### src/design/jtbs_defines.vh
// Constants of the boundary-scan test access port: tap states, instruction
// codes, register widths, boundary cell positions and the software register map.
// Shared by the design and the verification files; holds definitions and nothing else.
//
// How it works
// - Only the four pins clock, mode, data in, data out reach the port.
// - Instruction register is sixteen bits; eight codes select data registers.
// - Code 0000 drives every pin but the external clock pin and observes all through the boundary register.
// - Code 0002 selects boundary register to observe and preload, pins untouched.
// - Code 0004 selects the identification register.
// - Code FFFF selects the one-bit bypass register.
// - Code 0082 selects the flash control register.
// - Code 0083 selects the flash data register for byte reads and writes.
// - A chosen flash address code selects the flash address register.
// - Three scan data registers plus four flash access registers exist.
// - Boundary register is 134 cells covering pins, pullup and bus.
// - External test captures and updates; sample captures and preloads, never drives.
// - Cells 0 and 1, then 2 and 3, hold reset enable and level.
// - Cell 4 captures the external clock pin; its update is unused.
// - Cell 5 captures the pullup enable and updates the pins' pullup.
// - Port bits pair from cell 6: even enable, odd data, to cell 133.
// - During external test every input to internal logic reads one.
// - Identification is version, part, maker, then a fixed one in bit 0.
// - Flash commands are twenty bits: two-bit operation over eighteen data bits.
`ifndef JTBS_DEFINES_VH
`define JTBS_DEFINES_VH

// Tap controller states
`define JTBS_ST_RESET     4'h0
`define JTBS_ST_IDLE      4'h1
`define JTBS_ST_SEL_DR    4'h2
`define JTBS_ST_CAP_DR    4'h3
`define JTBS_ST_SHIFT_DR  4'h4
`define JTBS_ST_EXIT1_DR  4'h5
`define JTBS_ST_PAUSE_DR  4'h6
`define JTBS_ST_EXIT2_DR  4'h7
`define JTBS_ST_UPD_DR    4'h8
`define JTBS_ST_SEL_IR    4'h9
`define JTBS_ST_CAP_IR    4'hA
`define JTBS_ST_SHIFT_IR  4'hB
`define JTBS_ST_EXIT1_IR  4'hC
`define JTBS_ST_PAUSE_IR  4'hD
`define JTBS_ST_EXIT2_IR  4'hE
`define JTBS_ST_UPD_IR    4'hF

// Instruction codes
`define JTBS_IR_W          16
`define JTBS_IR_EXTEST     16'h0000
`define JTBS_IR_SAMPLE     16'h0002
`define JTBS_IR_IDCODE     16'h0004
`define JTBS_IR_BYPASS     16'hFFFF
`define JTBS_IR_FL_CTRL    16'h0082
`define JTBS_IR_FL_BYTE    16'h0083
`define JTBS_IR_FL_ADDR    16'h0084
`define JTBS_IR_FL_SCALE   16'h0085
`define JTBS_IR_CAPTURE    16'h0001

// Data register geometry
`define JTBS_BSR_W         134
`define JTBS_ID_W          32
`define JTBS_FL_W          20
`define JTBS_FL_DATA_W     18
`define JTBS_FL_OP_HI      19
`define JTBS_FL_OP_LO      18

// Boundary cell positions
`define JTBS_CELL_RST_A_EN 0
`define JTBS_CELL_RST_A    1
`define JTBS_CELL_RST_B_EN 2
`define JTBS_CELL_RST_B    3
`define JTBS_CELL_XCLK     4
`define JTBS_CELL_PULLUP   5
`define JTBS_CELL_PORT0    6

// Flash register selectors on the request port
`define JTBS_FSEL_CTRL     2'h0
`define JTBS_FSEL_BYTE     2'h1
`define JTBS_FSEL_ADDR     2'h2
`define JTBS_FSEL_SCALE    2'h3

// Software register map (byte addresses)
`define JTBS_REG_CTRL      12'h000
`define JTBS_REG_STATUS    12'h004
`define JTBS_CTRL_RESET    32'h0000_0001

`endif

### src/design/jtbs_tap.v
// Boundary-scan test access port with boundary, identification, bypass and
// flash access data registers, plus a small APB register file.
// Assumes test pins arrive asynchronously and that pclk is several times faster
// than the test clock, which is sampled and edge-detected on pclk.
`timescale 1ns/1ps
`include "jtbs_defines.vh"

module jtbs_tap #(
    parameter NUM_PORT_BITS = 64,
    parameter [3:0] ID_VERSION = 4'h0, // Identification defaults are arbitrary values
    parameter [15:0] ID_PART = 16'h0ABC,
    parameter [10:0] ID_MAKER = 11'h155
) (
    // System clock and reset
    input wire pclk,
    input wire presetn,
    // APB slave
    input wire psel,
    input wire penable,
    input wire pwrite,
    input wire [11:0] paddr,
    input wire [31:0] pwdata,
    output reg [31:0] prdata,
    output wire pready,
    output wire pslverr,
    // Test pins
    input wire tck,
    input wire tms,
    input wire tdi,
    output reg tdo,
    output reg tdo_oe,
    // Pins of the device
    input wire [NUM_PORT_BITS-1:0] port_pin_in,
    output reg [NUM_PORT_BITS-1:0] port_pin_out,
    output reg [NUM_PORT_BITS-1:0] port_pin_oe,
    input wire [1:0] rst_pin_in,
    output reg [1:0] rst_pin_out,
    output reg [1:0] rst_pin_oe,
    input wire ext_clock_pin,
    output reg pullup_en,
    // Internal logic side
    input wire [NUM_PORT_BITS-1:0] core_port_out,
    input wire [NUM_PORT_BITS-1:0] core_port_oe,
    output reg [NUM_PORT_BITS-1:0] core_port_in,
    input wire [1:0] core_rst_out,
    input wire [1:0] core_rst_oe,
    output reg [1:0] core_rst_in,
    input wire core_pullup_en,
    // Flash access engine
    output reg flash_req,
    output reg flash_write,
    output reg [1:0] flash_sel,
    output reg [17:0] flash_wdata,
    input wire [17:0] flash_rdata,
    input wire flash_busy
);

localparam BW = `JTBS_BSR_W;
localparam SYNC_W = NUM_PORT_BITS + 6;
localparam [31:0] CTRL_RST = `JTBS_CTRL_RESET;

////////////////////////////////////////////////////////////////////////////////
// Synchronisers: three stages, a change counts once stages two and three agree

reg [SYNC_W-1:0] sync1;
reg [SYNC_W-1:0] sync2;
reg [SYNC_W-1:0] sync3;
reg [SYNC_W-1:0] pins_q;
reg tck_prev;
wire [SYNC_W-1:0] raw_pins;
wire [SYNC_W-1:0] agree;
wire tck_q;
wire tms_q;
wire tdi_q;
wire tck_rise;
wire tck_fall;
wire [NUM_PORT_BITS-1:0] port_q;

assign raw_pins = {port_pin_in, rst_pin_in, ext_clock_pin, tdi, tms, tck};
assign agree = ~(sync2 ^ sync3);

always @(posedge pclk or negedge presetn)
begin
    if (!presetn)
    begin
        sync1 <= {SYNC_W{1'b0}};
        sync2 <= {SYNC_W{1'b0}};
        sync3 <= {SYNC_W{1'b0}};
        pins_q <= {SYNC_W{1'b0}};
        tck_prev <= 1'b0;
    end
    else
    begin
        sync1 <= raw_pins;
        sync2 <= sync1;
        sync3 <= sync2;
        pins_q <= (pins_q & ~agree) | (sync3 & agree);
        tck_prev <= pins_q[0];
    end
end

assign tck_q = pins_q[0];
assign tms_q = pins_q[1];
assign tdi_q = pins_q[2];
assign port_q = pins_q[SYNC_W-1:6];
assign tck_rise = tck_q & ~tck_prev;
assign tck_fall = ~tck_q & tck_prev;

////////////////////////////////////////////////////////////////////////////////
// Tap controller

reg [3:0] state;
reg [3:0] next_state;

always @*
begin
    case (state)
        `JTBS_ST_RESET: next_state = tms_q ? `JTBS_ST_RESET : `JTBS_ST_IDLE;
        `JTBS_ST_IDLE: next_state = tms_q ? `JTBS_ST_SEL_DR : `JTBS_ST_IDLE;
        `JTBS_ST_SEL_DR: next_state = tms_q ? `JTBS_ST_SEL_IR : `JTBS_ST_CAP_DR;
        `JTBS_ST_CAP_DR: next_state = tms_q ? `JTBS_ST_EXIT1_DR : `JTBS_ST_SHIFT_DR;
        `JTBS_ST_SHIFT_DR: next_state = tms_q ? `JTBS_ST_EXIT1_DR : `JTBS_ST_SHIFT_DR;
        `JTBS_ST_EXIT1_DR: next_state = tms_q ? `JTBS_ST_UPD_DR : `JTBS_ST_PAUSE_DR;
        `JTBS_ST_PAUSE_DR: next_state = tms_q ? `JTBS_ST_EXIT2_DR : `JTBS_ST_PAUSE_DR;
        `JTBS_ST_EXIT2_DR: next_state = tms_q ? `JTBS_ST_UPD_DR : `JTBS_ST_SHIFT_DR;
        `JTBS_ST_UPD_DR: next_state = tms_q ? `JTBS_ST_SEL_DR : `JTBS_ST_IDLE;
        `JTBS_ST_SEL_IR: next_state = tms_q ? `JTBS_ST_RESET : `JTBS_ST_CAP_IR;
        `JTBS_ST_CAP_IR: next_state = tms_q ? `JTBS_ST_EXIT1_IR : `JTBS_ST_SHIFT_IR;
        `JTBS_ST_SHIFT_IR: next_state = tms_q ? `JTBS_ST_EXIT1_IR : `JTBS_ST_SHIFT_IR;
        `JTBS_ST_EXIT1_IR: next_state = tms_q ? `JTBS_ST_UPD_IR : `JTBS_ST_PAUSE_IR;
        `JTBS_ST_PAUSE_IR: next_state = tms_q ? `JTBS_ST_EXIT2_IR : `JTBS_ST_PAUSE_IR;
        `JTBS_ST_EXIT2_IR: next_state = tms_q ? `JTBS_ST_UPD_IR : `JTBS_ST_SHIFT_IR;
        `JTBS_ST_UPD_IR: next_state = tms_q ? `JTBS_ST_SEL_DR : `JTBS_ST_IDLE;
        default: next_state = `JTBS_ST_RESET;
    endcase
end

////////////////////////////////////////////////////////////////////////////////
// Instruction decode

reg [15:0] ir;
reg [15:0] ir_sr;
reg ctrl_flash_en;
wire sel_bsr;
wire sel_id;
wire sel_flash;
wire extest;
reg [1:0] fsel;

assign extest = (ir == `JTBS_IR_EXTEST);
assign sel_bsr = extest | (ir == `JTBS_IR_SAMPLE);
assign sel_id = (ir == `JTBS_IR_IDCODE);
assign sel_flash = (ir == `JTBS_IR_FL_CTRL) | (ir == `JTBS_IR_FL_BYTE) |
                   (ir == `JTBS_IR_FL_ADDR) | (ir == `JTBS_IR_FL_SCALE);

always @*
begin
    case (ir)
        `JTBS_IR_FL_CTRL: fsel = `JTBS_FSEL_CTRL;
        `JTBS_IR_FL_BYTE: fsel = `JTBS_FSEL_BYTE;
        `JTBS_IR_FL_ADDR: fsel = `JTBS_FSEL_ADDR;
        default: fsel = `JTBS_FSEL_SCALE;
    endcase
end

////////////////////////////////////////////////////////////////////////////////
// Boundary capture vector and pin mapping

wire [BW-1:0] bcap;
reg [BW-1:0] bsr;
reg [BW-1:0] bupd;
reg [31:0] id_sr;
reg [19:0] fl_sr;
reg byp_sr;

assign bcap[`JTBS_CELL_RST_A_EN] = core_rst_oe[0];
assign bcap[`JTBS_CELL_RST_A] = pins_q[4];
assign bcap[`JTBS_CELL_RST_B_EN] = core_rst_oe[1];
assign bcap[`JTBS_CELL_RST_B] = pins_q[5];
assign bcap[`JTBS_CELL_XCLK] = pins_q[3];
assign bcap[`JTBS_CELL_PULLUP] = core_pullup_en;

genvar gi;
generate
    for (gi = 0; gi < NUM_PORT_BITS; gi = gi + 1)
    begin : g_cell
        assign bcap[`JTBS_CELL_PORT0 + 2*gi] = core_port_oe[gi];
        assign bcap[`JTBS_CELL_PORT0 + 2*gi + 1] = port_q[gi];
        always @(posedge pclk or negedge presetn)
        begin
            if (!presetn)
            begin
                port_pin_oe[gi] <= 1'b0;
                port_pin_out[gi] <= 1'b0;
                core_port_in[gi] <= 1'b0;
            end
            else if (extest)
            begin
                port_pin_oe[gi] <= bupd[`JTBS_CELL_PORT0 + 2*gi];
                port_pin_out[gi] <= bupd[`JTBS_CELL_PORT0 + 2*gi + 1];
                core_port_in[gi] <= 1'b1;
            end
            else
            begin
                port_pin_oe[gi] <= core_port_oe[gi];
                port_pin_out[gi] <= core_port_out[gi];
                core_port_in[gi] <= port_q[gi];
            end
        end
    end
endgenerate

// Cell 4 only observes, so its update latch drives nothing
always @(posedge pclk or negedge presetn)
begin
    if (!presetn)
    begin
        rst_pin_oe <= 2'b00;
        rst_pin_out <= 2'b00;
        core_rst_in <= 2'b00;
        pullup_en <= 1'b0;
    end
    else if (extest)
    begin
        rst_pin_oe <= {bupd[`JTBS_CELL_RST_B_EN], bupd[`JTBS_CELL_RST_A_EN]};
        rst_pin_out <= {bupd[`JTBS_CELL_RST_B], bupd[`JTBS_CELL_RST_A]};
        core_rst_in <= 2'b11;
        pullup_en <= bupd[`JTBS_CELL_PULLUP];
    end
    else
    begin
        rst_pin_oe <= core_rst_oe;
        rst_pin_out <= core_rst_out;
        core_rst_in <= pins_q[5:4];
        pullup_en <= core_pullup_en;
    end
end

////////////////////////////////////////////////////////////////////////////////
// Shift paths, capture and update

wire fl_launch;
wire [31:0] id_word;

assign id_word = {ID_VERSION, ID_PART, ID_MAKER, 1'b1};
// Poll never launches; read and write are dropped while the engine is busy
assign fl_launch = fl_sr[`JTBS_FL_OP_HI] & ~flash_busy & ctrl_flash_en;

always @(posedge pclk or negedge presetn)
begin
    if (!presetn)
    begin
        state <= `JTBS_ST_RESET;
        ir <= `JTBS_IR_IDCODE;
        ir_sr <= 16'h0000;
        bsr <= {BW{1'b0}};
        bupd <= {BW{1'b0}};
        id_sr <= 32'h0000_0000;
        fl_sr <= 20'h0_0000;
        byp_sr <= 1'b0;
        tdo <= 1'b0;
        tdo_oe <= 1'b0;
        flash_req <= 1'b0;
        flash_write <= 1'b0;
        flash_sel <= 2'b00;
        flash_wdata <= 18'h0_0000;
    end
    else
    begin
        flash_req <= 1'b0;
        if (tck_rise)
        begin
            state <= next_state;
            case (state)
                `JTBS_ST_RESET:
                begin
                    ir <= `JTBS_IR_IDCODE;
                    bupd <= {BW{1'b0}};
                end
                `JTBS_ST_CAP_IR: ir_sr <= `JTBS_IR_CAPTURE;
                `JTBS_ST_SHIFT_IR: ir_sr <= {tdi_q, ir_sr[15:1]};
                `JTBS_ST_CAP_DR:
                begin
                    bsr <= bcap;
                    id_sr <= id_word;
                    byp_sr <= 1'b0;
                    fl_sr <= {1'b0, flash_rdata, flash_busy};
                end
                `JTBS_ST_SHIFT_DR:
                begin
                    if (sel_bsr)
                        bsr <= {tdi_q, bsr[BW-1:1]};
                    else if (sel_id)
                        id_sr <= {tdi_q, id_sr[31:1]};
                    else if (sel_flash)
                        fl_sr <= {tdi_q, fl_sr[19:1]};
                    else
                        byp_sr <= tdi_q;
                end
                default:
                begin
                end
            endcase
        end
        if (tck_fall)
        begin
            tdo_oe <= (state == `JTBS_ST_SHIFT_DR) | (state == `JTBS_ST_SHIFT_IR);
            if (state == `JTBS_ST_SHIFT_IR)
                tdo <= ir_sr[0];
            else if (sel_bsr)
                tdo <= bsr[0];
            else if (sel_id)
                tdo <= id_sr[0];
            else if (sel_flash)
                tdo <= fl_sr[0];
            else
                tdo <= byp_sr;
            if (state == `JTBS_ST_UPD_IR)
                ir <= ir_sr;
            if (state == `JTBS_ST_UPD_DR && sel_bsr)
                bupd <= bsr;
            if (state == `JTBS_ST_UPD_DR && sel_flash && fl_launch)
            begin
                flash_req <= 1'b1;
                flash_write <= fl_sr[`JTBS_FL_OP_LO];
                flash_sel <= fsel;
                flash_wdata <= fl_sr[17:0];
            end
        end
    end
end

////////////////////////////////////////////////////////////////////////////////
// APB register file; zero wait states

wire apb_wr;
wire mapped;

assign pready = 1'b1;
assign mapped = (paddr == `JTBS_REG_CTRL) | (paddr == `JTBS_REG_STATUS);
assign pslverr = psel & penable & ~mapped;
assign apb_wr = psel & penable & pwrite & (paddr == `JTBS_REG_CTRL);

always @(posedge pclk or negedge presetn)
begin
    if (!presetn)
        ctrl_flash_en <= CTRL_RST[0];
    else if (apb_wr)
        ctrl_flash_en <= pwdata[0];
end

// Read data is registered in the setup cycle so it stands through the access phase
always @(posedge pclk or negedge presetn)
begin
    if (!presetn)
        prdata <= 32'h0000_0000;
    else if (psel & ~penable)
    begin
        case (paddr)
            `JTBS_REG_CTRL: prdata <= {31'h0000_0000, ctrl_flash_en};
            `JTBS_REG_STATUS: prdata <= {ir, 10'h000, extest, flash_busy, state};
            default: prdata <= 32'h0000_0000;
        endcase
    end
end

endmodule

### config.mk
export PLATFORM = sky130hd
export DESIGN_NAME = jtbs_tap
export DESIGN_NICKNAME = d
export VERILOG_FILES = /design/src/design/jtbs_tap.v
export VERILOG_INCLUDE_DIRS = /design/src /design/src/design
export SDC_FILE = /design/constraint.sdc
export NUM_CORES = 1
export LEC_CHECK = 0
export BUFFER_PORTS_ARGS = -buffer_cell sky130_fd_sc_hd__buf_2
export CORE_MARGIN = 1
export CORE_UTILIZATION = 56
export CTS_BUF_LIST = sky130_fd_sc_hd__clkbuf_16
export DETAILED_ROUTE_END_ITERATION = 6
export PLACE_DENSITY = 0.79
export SLEW_MARGIN = 10
export SYNTH_ARGS = -nofsm -noshare
export SYNTH_HDL_FRONTEND = slang
export SYNTH_SLANG_ARGS = --single-unit
### constraint.sdc
create_clock -name pclk -period 2.7 [get_ports pclk]
set_input_delay 0.405 -clock pclk [delete_from_list [all_inputs] [get_ports pclk]]
set_output_delay 0.405 -clock pclk [all_outputs]
set_load 0.005 [all_outputs]
==> impl_metrics.json, run 1 <==
{
  "die_h_um": 242,
  "hold_end": "port_pin_out[18]",
  "rows": 87,
  "dpl.hpwl_um": 47500,
  "power_density_nw_per_um2": 951,
  "outcome": "finished clean",
  "ctsHtreeMaxLevel": 3,
  "dieWidth_um": 242,
  "clk_pin_slew_ps": 70,
  "nets": 3506,
  "fillers": 3490,
  "grt_overflow_total": 0,
  "start_util": 0.570,
  "finalSetupViolations": 0,
  "cp-start-kind": "register",
  "timing.final.crit_share": 0.937,
  "timing.hold.ws_ps": 36.7,
  "postRouteAntennaNets": 0,
  "wire_per_inst_um": 20.1,
  "gp_congestion": 0.865,
  "seq_power_share": 0.462,
  "p_comb_frac": 0.218,
  "p_leak_nw": 19.2,
  "cts_tree": "yes",
  "r2r_cells": 5,
  "hold_start": "core_port_out[18]",
  "port-buffer-count": 485,
  "min_period_ps": 2530,
  "worstPathMaxFanout": 76,
  "clk-insertion-delay-late_ps": 640,
  "grt.total_usage": 0.282,
  "core_area_um2": 56700,
  "grt_pass1_wl_um": 131000,
  "slew_headroom": 0.287,
  "die_area_um2": 58700,
  "cts.sinks": 883,
  "p_switching_mw": 11.3,
  "vias": 22500,
  "layout-drive-gt1-share": 0.316,
  "synth_edf_count": 0,
  "reg2reg_slack_ps": 170,
  "synthCells": 2582,
  "netlist_area_um2": 32300,
  "numCtsBuffers": 87,
  "synthArstFlopShare": 1.00,
  "cp-end-kind": "register",
  "rsz0062_at_grt": "false",
  "crit_type": "register to register",
  "cts_buffer_depth": 3,
  "finalClockSkew_ps": 23.5,
  "dr_wl_met3_um": 4960,
  "clkPwrFrac": 0.321,
  "wl_met1_um": 31900,
  "p_sw_frac": 0.293,
  "drt-total-wl_um": 81700,
  "synth.distinct_cells": 54,
  "ios": 528,
  "arrival_ps": 3060,
  "r2r-end": "bsr[77]",
  "utilization": 0.713,
  "drv_cap": 0,
  "grt_max_degree": 139,
  "avgSynthCellArea_um2": 12.5,
  "dr_wl_met2_um": 41600,
  "final.setup.tns_ps": 0,
  "worst_pin_slew_ps": 1070,
  "holdPathStages": 2,
  "vias_per_cell": 5.52,
  "synth-main-ff-cell": "dfrtp_1",
  "clock.fmax_mhz": 395,
  "final-max-slew-violation-count": 0,
  "antenna_found_initial": 10,
  "dr.pass1.iters": 5,
  "cts_setup_buffers": 0,
  "seq_area_frac_synth": 0.683,
  "crit_start": "state[0]",
  "ys_ff_latch": 883,
  "grt_pass1_vias": 24000,
  "hold_class": "input pin to register",
  "p_int_mw": 27.2,
  "yosys_warnings": 0,
  "top_layer": "met5",
  "syn2layout_area_growth_pct": 25.1,
  "rr_startpoint": "state[0]",
  "drc": 0,
  "finalHoldViolations": 0,
  "peakVddDrop_uv": 708,
  "root_buffer": "clkbuf_16",
  "dr.first_iter.drc_count": 1927,
  "cp_data_required_time_ps": 3220
}
## cell usage after synthesis (all sizes together) (14+ instances only)
master | number | area [µm²]
nor2 | 15 | 56.3
o21ai | 157 | 790
a31oi | 21 | 131
clkbuf | 96 | 362
o22ai | 20 | 125
dfrtp | 881 | 22000
nand2 | 713 | 2680
inv | 25 | 93.8
mux2 | 288 | 3240
a22o | 56 | 490
buf | 63 | 357
maj3 | 70 | 701
or2 | 67 | 419
o22a | 14 | 123
o21a | 20 | 150
## cells in the final DEF (no fill, tap or decap), types with 56 or more instances in the layout
| cell type | synthesis | routed |
|---|---|---|
| buf_2 | 42 | 484 |
| mux2_2 | 278 | 278 |
| or2_2 | 67 | 67 |
| maj3_1 | 70 | 70 |
| o21ai_0 | 155 | 155 |
| dfrtp_1 | 881 | 880 |
| dlygate4sd3_1 | 0 | 151 |
| clkbuf_16 | 0 | 89 |
| a22o_1 | 56 | 56 |
| nand2_1 | 713 | 713 |
## how the worst max path moves through the flow
stage | endpoint | slack (ps)
floorplan | bsr[103] | 430
global placement | port_pin_oe[21] | 190
detailed placement | port_pin_oe[23] | 150
CTS | port_pin_oe[23] | 90
global route | bupd[91] | 70
finish | bsr[77] | 170
## area by class of cell
type                    count  area, µm²  share of cell area
clock inverters            69        669              0.0165
inverters                  25       93.8             0.00232
well taps                 756        946              0.0234
diodes                      7       17.5            0.000433
multi-input cells        1524       9510               0.235
repair buffers            714       4900               0.121
flip-flops and latches    883      22100               0.546
clock buffers              89       2230              0.0551
## registers in the layout, indices dropped and copies added (netlist names), 2 cells and up, named ones only
register / count
flash_sel: 2
port_pin_oe: 64
rst_pin_out: 2
prdata: 22
rst_pin_oe: 2
flash_wdata: 18
id_sr: 32
port_pin_out: 64
fl_sr: 20
ir_sr: 16
bsr: 134
core_port_in: 64
ir: 16
bupd: 133
sync2: 70
core_rst_in: 2
sync3: 70
sync1: 70
state: 4
## per-layer routing
metal  GRT usage  vias to the layer above
met5           0                        -
met4       0.120                       10
met3      0.0537                      230
met2       0.475                      894
met1       0.358                    11400
li1            -                     9898
## logic make-up after synthesis
| kind of cell | share of synthesized area |
|---|---|
| buffers and inverters | 0.0251 |
| multiplexers | 0.101 |
| AO/OA/AOI/OAI | 0.0609 |
| other | 0.000232 |
| AND/OR/NAND/NOR | 0.107 |
| flip-flops | 0.683 |
| adder cells (fa/ha/maj) | 0.0217 |
| XOR/XNOR | 0.000271 |
## repair_timing
| item | in CTS | in global routing |
|---|---|---|
| hold buffers | 151 | 0 |
| endpoints found under the setup margin | 0 | 80 |
| resized for setup | 0 | 3 |
| hold endpoints to repair | 183 | 0 |
## through the flow
step                worst slack [ps]  std cells  area [µm²]  power, mW
floorplan                        425       2591       32400       22.3
detailed placement               147       3750       36000       25.8
global placement                 191       3750       36000       25.3
finish                           170       4067       40500       38.5
CTS                             93.0       4059       40400       38.4
global route                    69.1       4064       40400       40.1
## power groups by stage
stage          combinational [mW]  sequential [mW]  clock [mW]
2_1_floorplan                5.00             17.3           0
3_3_place_gp                 7.64             17.7           0
3_5_place_dp                 7.97             17.8           0
4_1_cts                      8.27             17.7        12.5
5_1_grt                      9.09             18.0        13.0
6_report                     8.38             17.8        12.3
## worst max-delay path, cell delays in order (launching register included)
cell and delay (ps):
dfrtp_1 470, or2_2 380, or3_4 390, o21ai_4 250, buf_12 350, mux2_2 420
Power figures use the tool's default switching activity.
==> inputs of run 2 (changes only) <==
- SETUP_SLACK_MARGIN: default -> 0.3
==> run 2 against run 1 <==
Combinational power grew 8.9%. Register-to-register slack gained 130 ps. Clock skew shrank 2.2 ps. Clock-buffer cell count unchanged. Global-route usage grew 0.35 points. First-iteration DRC count is 18% higher. Highest routed layer unchanged. Non-clock buffer count is 27 higher. Die area unchanged. Maximum frequency rose by 5.3%. Largest cell class unchanged. Routed wire length grew 5.9%. Worst hold slack worse by 1.5 ps. Sequential power barely moved.
==> impl_metrics.json, run 2 (synthesis gave the netlist of run 1 again) <==
{
  "outcome": "finished clean",
  "cts_buffer_depth": 3,
  "cp_slowest_cell": "dfrtp_1",
  "clock.fmax_mhz": 416,
  "grt_pass1_vias": 24100,
  "cp-end-kind": "register",
  "drv_cap": 0,
  "grt_pass1_wl_um": 132000,
  "vias_per_cell": 5.58,
  "final_cell_mix": "877 x dfrtp_1, 713 x nand2_1, 484 x buf_2",
  "peakVddDrop_uv": 701,
  "root_buffer": "clkbuf_16",
  "grt_overflow_total": 0,
  "rows": 87,
  "drt-total-wl_um": 86500,
  "vias": 22800,
  "numCtsBuffers": 87,
  "max_stage_delay_ps": 430,
  "finalClockSkew_ps": 21.3,
  "clkPwrFrac": 0.315,
  "syn2layout_area_growth_pct": 27.1,
  "finalHoldViolations": 0,
  "port-buffer-count": 485,
  "final_common_cell": "dfrtp_1",
  "dpl.hpwl_um": 47500,
  "cp_cell_sequence": "nor4_4, buf_4, nand4_1, buf_4, nor3b_4, buf_4, buf_12, buf_16, nand2_1, o21ai_0",
  "wire_per_inst_um": 21.1,
  "place_ws_ps": 147,
  "seq_power_share": 0.453,
  "ctsHtreeMaxLevel": 3,
  "stdcell_area_um2": 41100,
  "finalSetupViolations": 0,
  "min_period_ps": 2400,
  "p_comb_frac": 0.232,
  "die_area_um2": 58700,
  "clk-insertion-delay-late_ps": 640,
  "final.setup.tns_ps": 0,
  "cp-start-kind": "register",
  "start_util": 0.570,
  "largestRegisters": "bsr x134, bupd x133",
  "critPathMostFrequentCell": "buf_4",
  "die_h_um": 242,
  "p_switching_mw": 11.6,
  "cts_tree": "yes",
  "grt.total_usage": 0.285,
  "layout-drive-gt1-share": 0.325,
  "placed_area_um2": 36000,
  "arrival_ps": 2890,
  "slew_headroom": 0.136,
  "cp_data_required_time_ps": 3190,
  "largest_reg_flops": 134,
  "largest-register": "bsr",
  "dr.first_iter.drc_count": 2268,
  "core_area_um2": 56700,
  "power_density_nw_per_um2": 956,
  "gp_congestion": 0.865,
  "final-max-slew-violation-count": 0,
  "clk_pin_slew_ps": 70,
  "dr.pass1.iters": 6,
  "cts.sinks": 883,
  "final.setup.worst_slack_ps": 296,
  "crit_type": "register to register",
  "p_leak_nw": 19.5,
  "dieWidth_um": 242,
  "p_sw_frac": 0.296,
  "worst_pin_slew_ps": 1290,
  "nets": 3533,
  "grt_max_degree": 139,
  "utilization": 0.724,
  "hold_class": "input pin to register",
  "timing.final.crit_share": 0.890,
  "ios": 528,
  "antenna_found_initial": 9,
  "rsz0062_at_grt": "true",
  "drc": 0,
  "p_int_mw": 27.7,
  "worstPathMaxFanout": 24,
  "postRouteAntennaNets": 0
}
-- run 2: worst paths after layout --
| check | from | to | slack [ps] | cells after the start |
|---|---|---|---|---|
| min | core_port_oe[63] | port_pin_oe[63] | 40 | 2 |
| min in group asynchronous | presetn | bupd[118] | 370 | 2 |
| max | ir[11] | bupd[101] | 300 | 10 |
| max in group asynchronous | presetn | sync2[5] | 1370 | 3 |
| min reg2reg | sync1[25] | sync2[25] | 340 | 0 |
| max reg2reg | ir[11] | bupd[101] | 300 | 10 |
-- run 2: through the flow --
stage / hold slack, ps / cells / power, mW
2_1_floorplan: 109 / 2591 / 22.3
3_3_place_gp: 332 / 3750 / 25.3
3_5_place_dp: 335 / 3750 / 25.8
4_1_cts: 0.567 / 4065 / 38.5
5_1_grt: 11.0 / 4090 / 40.9
6_report: 35.2 / 4093 / 39.3
-- run 2: final cells by class --
type / instances / area, µm²
Inverter: 25 / 93.8
Antenna cell: 6 / 15.0
Timing Repair Buffer: 741 / 5460
Multi-Input combinational cell: 1524 / 9570
Fill cell: 3429 / 15600
Sequential cell: 883 / 22100
Tap cell: 756 / 946
Clock buffer: 89 / 2230
Clock inverter: 69 / 669
-- run 2: worst max-delay path, delay by kind of cell (launching register included) --
family | cells | cell delay, ps
AO/OA/AOI/OAI | 1 | 170
buffers and inverters | 5 | 930
flip-flops | 1 | 430
AND/OR/NAND/NOR | 4 | 710
-- run 2: metal layers --
metal | wire length, µm | part of all wire | track usage
met5 | 67 | 0.00077 | 0
met4 | 3350 | 0.039 | 0.121
met3 | 5730 | 0.066 | 0.0545
met2 | 43900 | 0.51 | 0.484
met1 | 33400 | 0.39 | 0.360
-- run 2: timing repair --
action | 4_1_cts | 5_1_grt
hold buffers | 151 | 0
buffers inserted | 4 | 11
hold endpoints to repair | 183 | 0
cloned | 2 | 11
gates resized for setup | 12 | 26
pin swaps | 2 | 4
setup endpoints to repair | 376 | 427
-- run 2: power by group through the flow --
| stage | logic (mW) | clock network (mW) | registers, mW |
|---|---|---|---|
| 4_1_cts | 8.40 | 12.5 | 17.7 |
| 3_5_place_dp | 7.97 | 0 | 17.8 |
| 2_1_floorplan | 5.00 | 0 | 17.3 |
| 6_report | 9.13 | 12.4 | 17.8 |
| 5_1_grt | 9.83 | 13.0 | 18.0 |
| 3_3_place_gp | 7.64 | 0 | 17.7 |
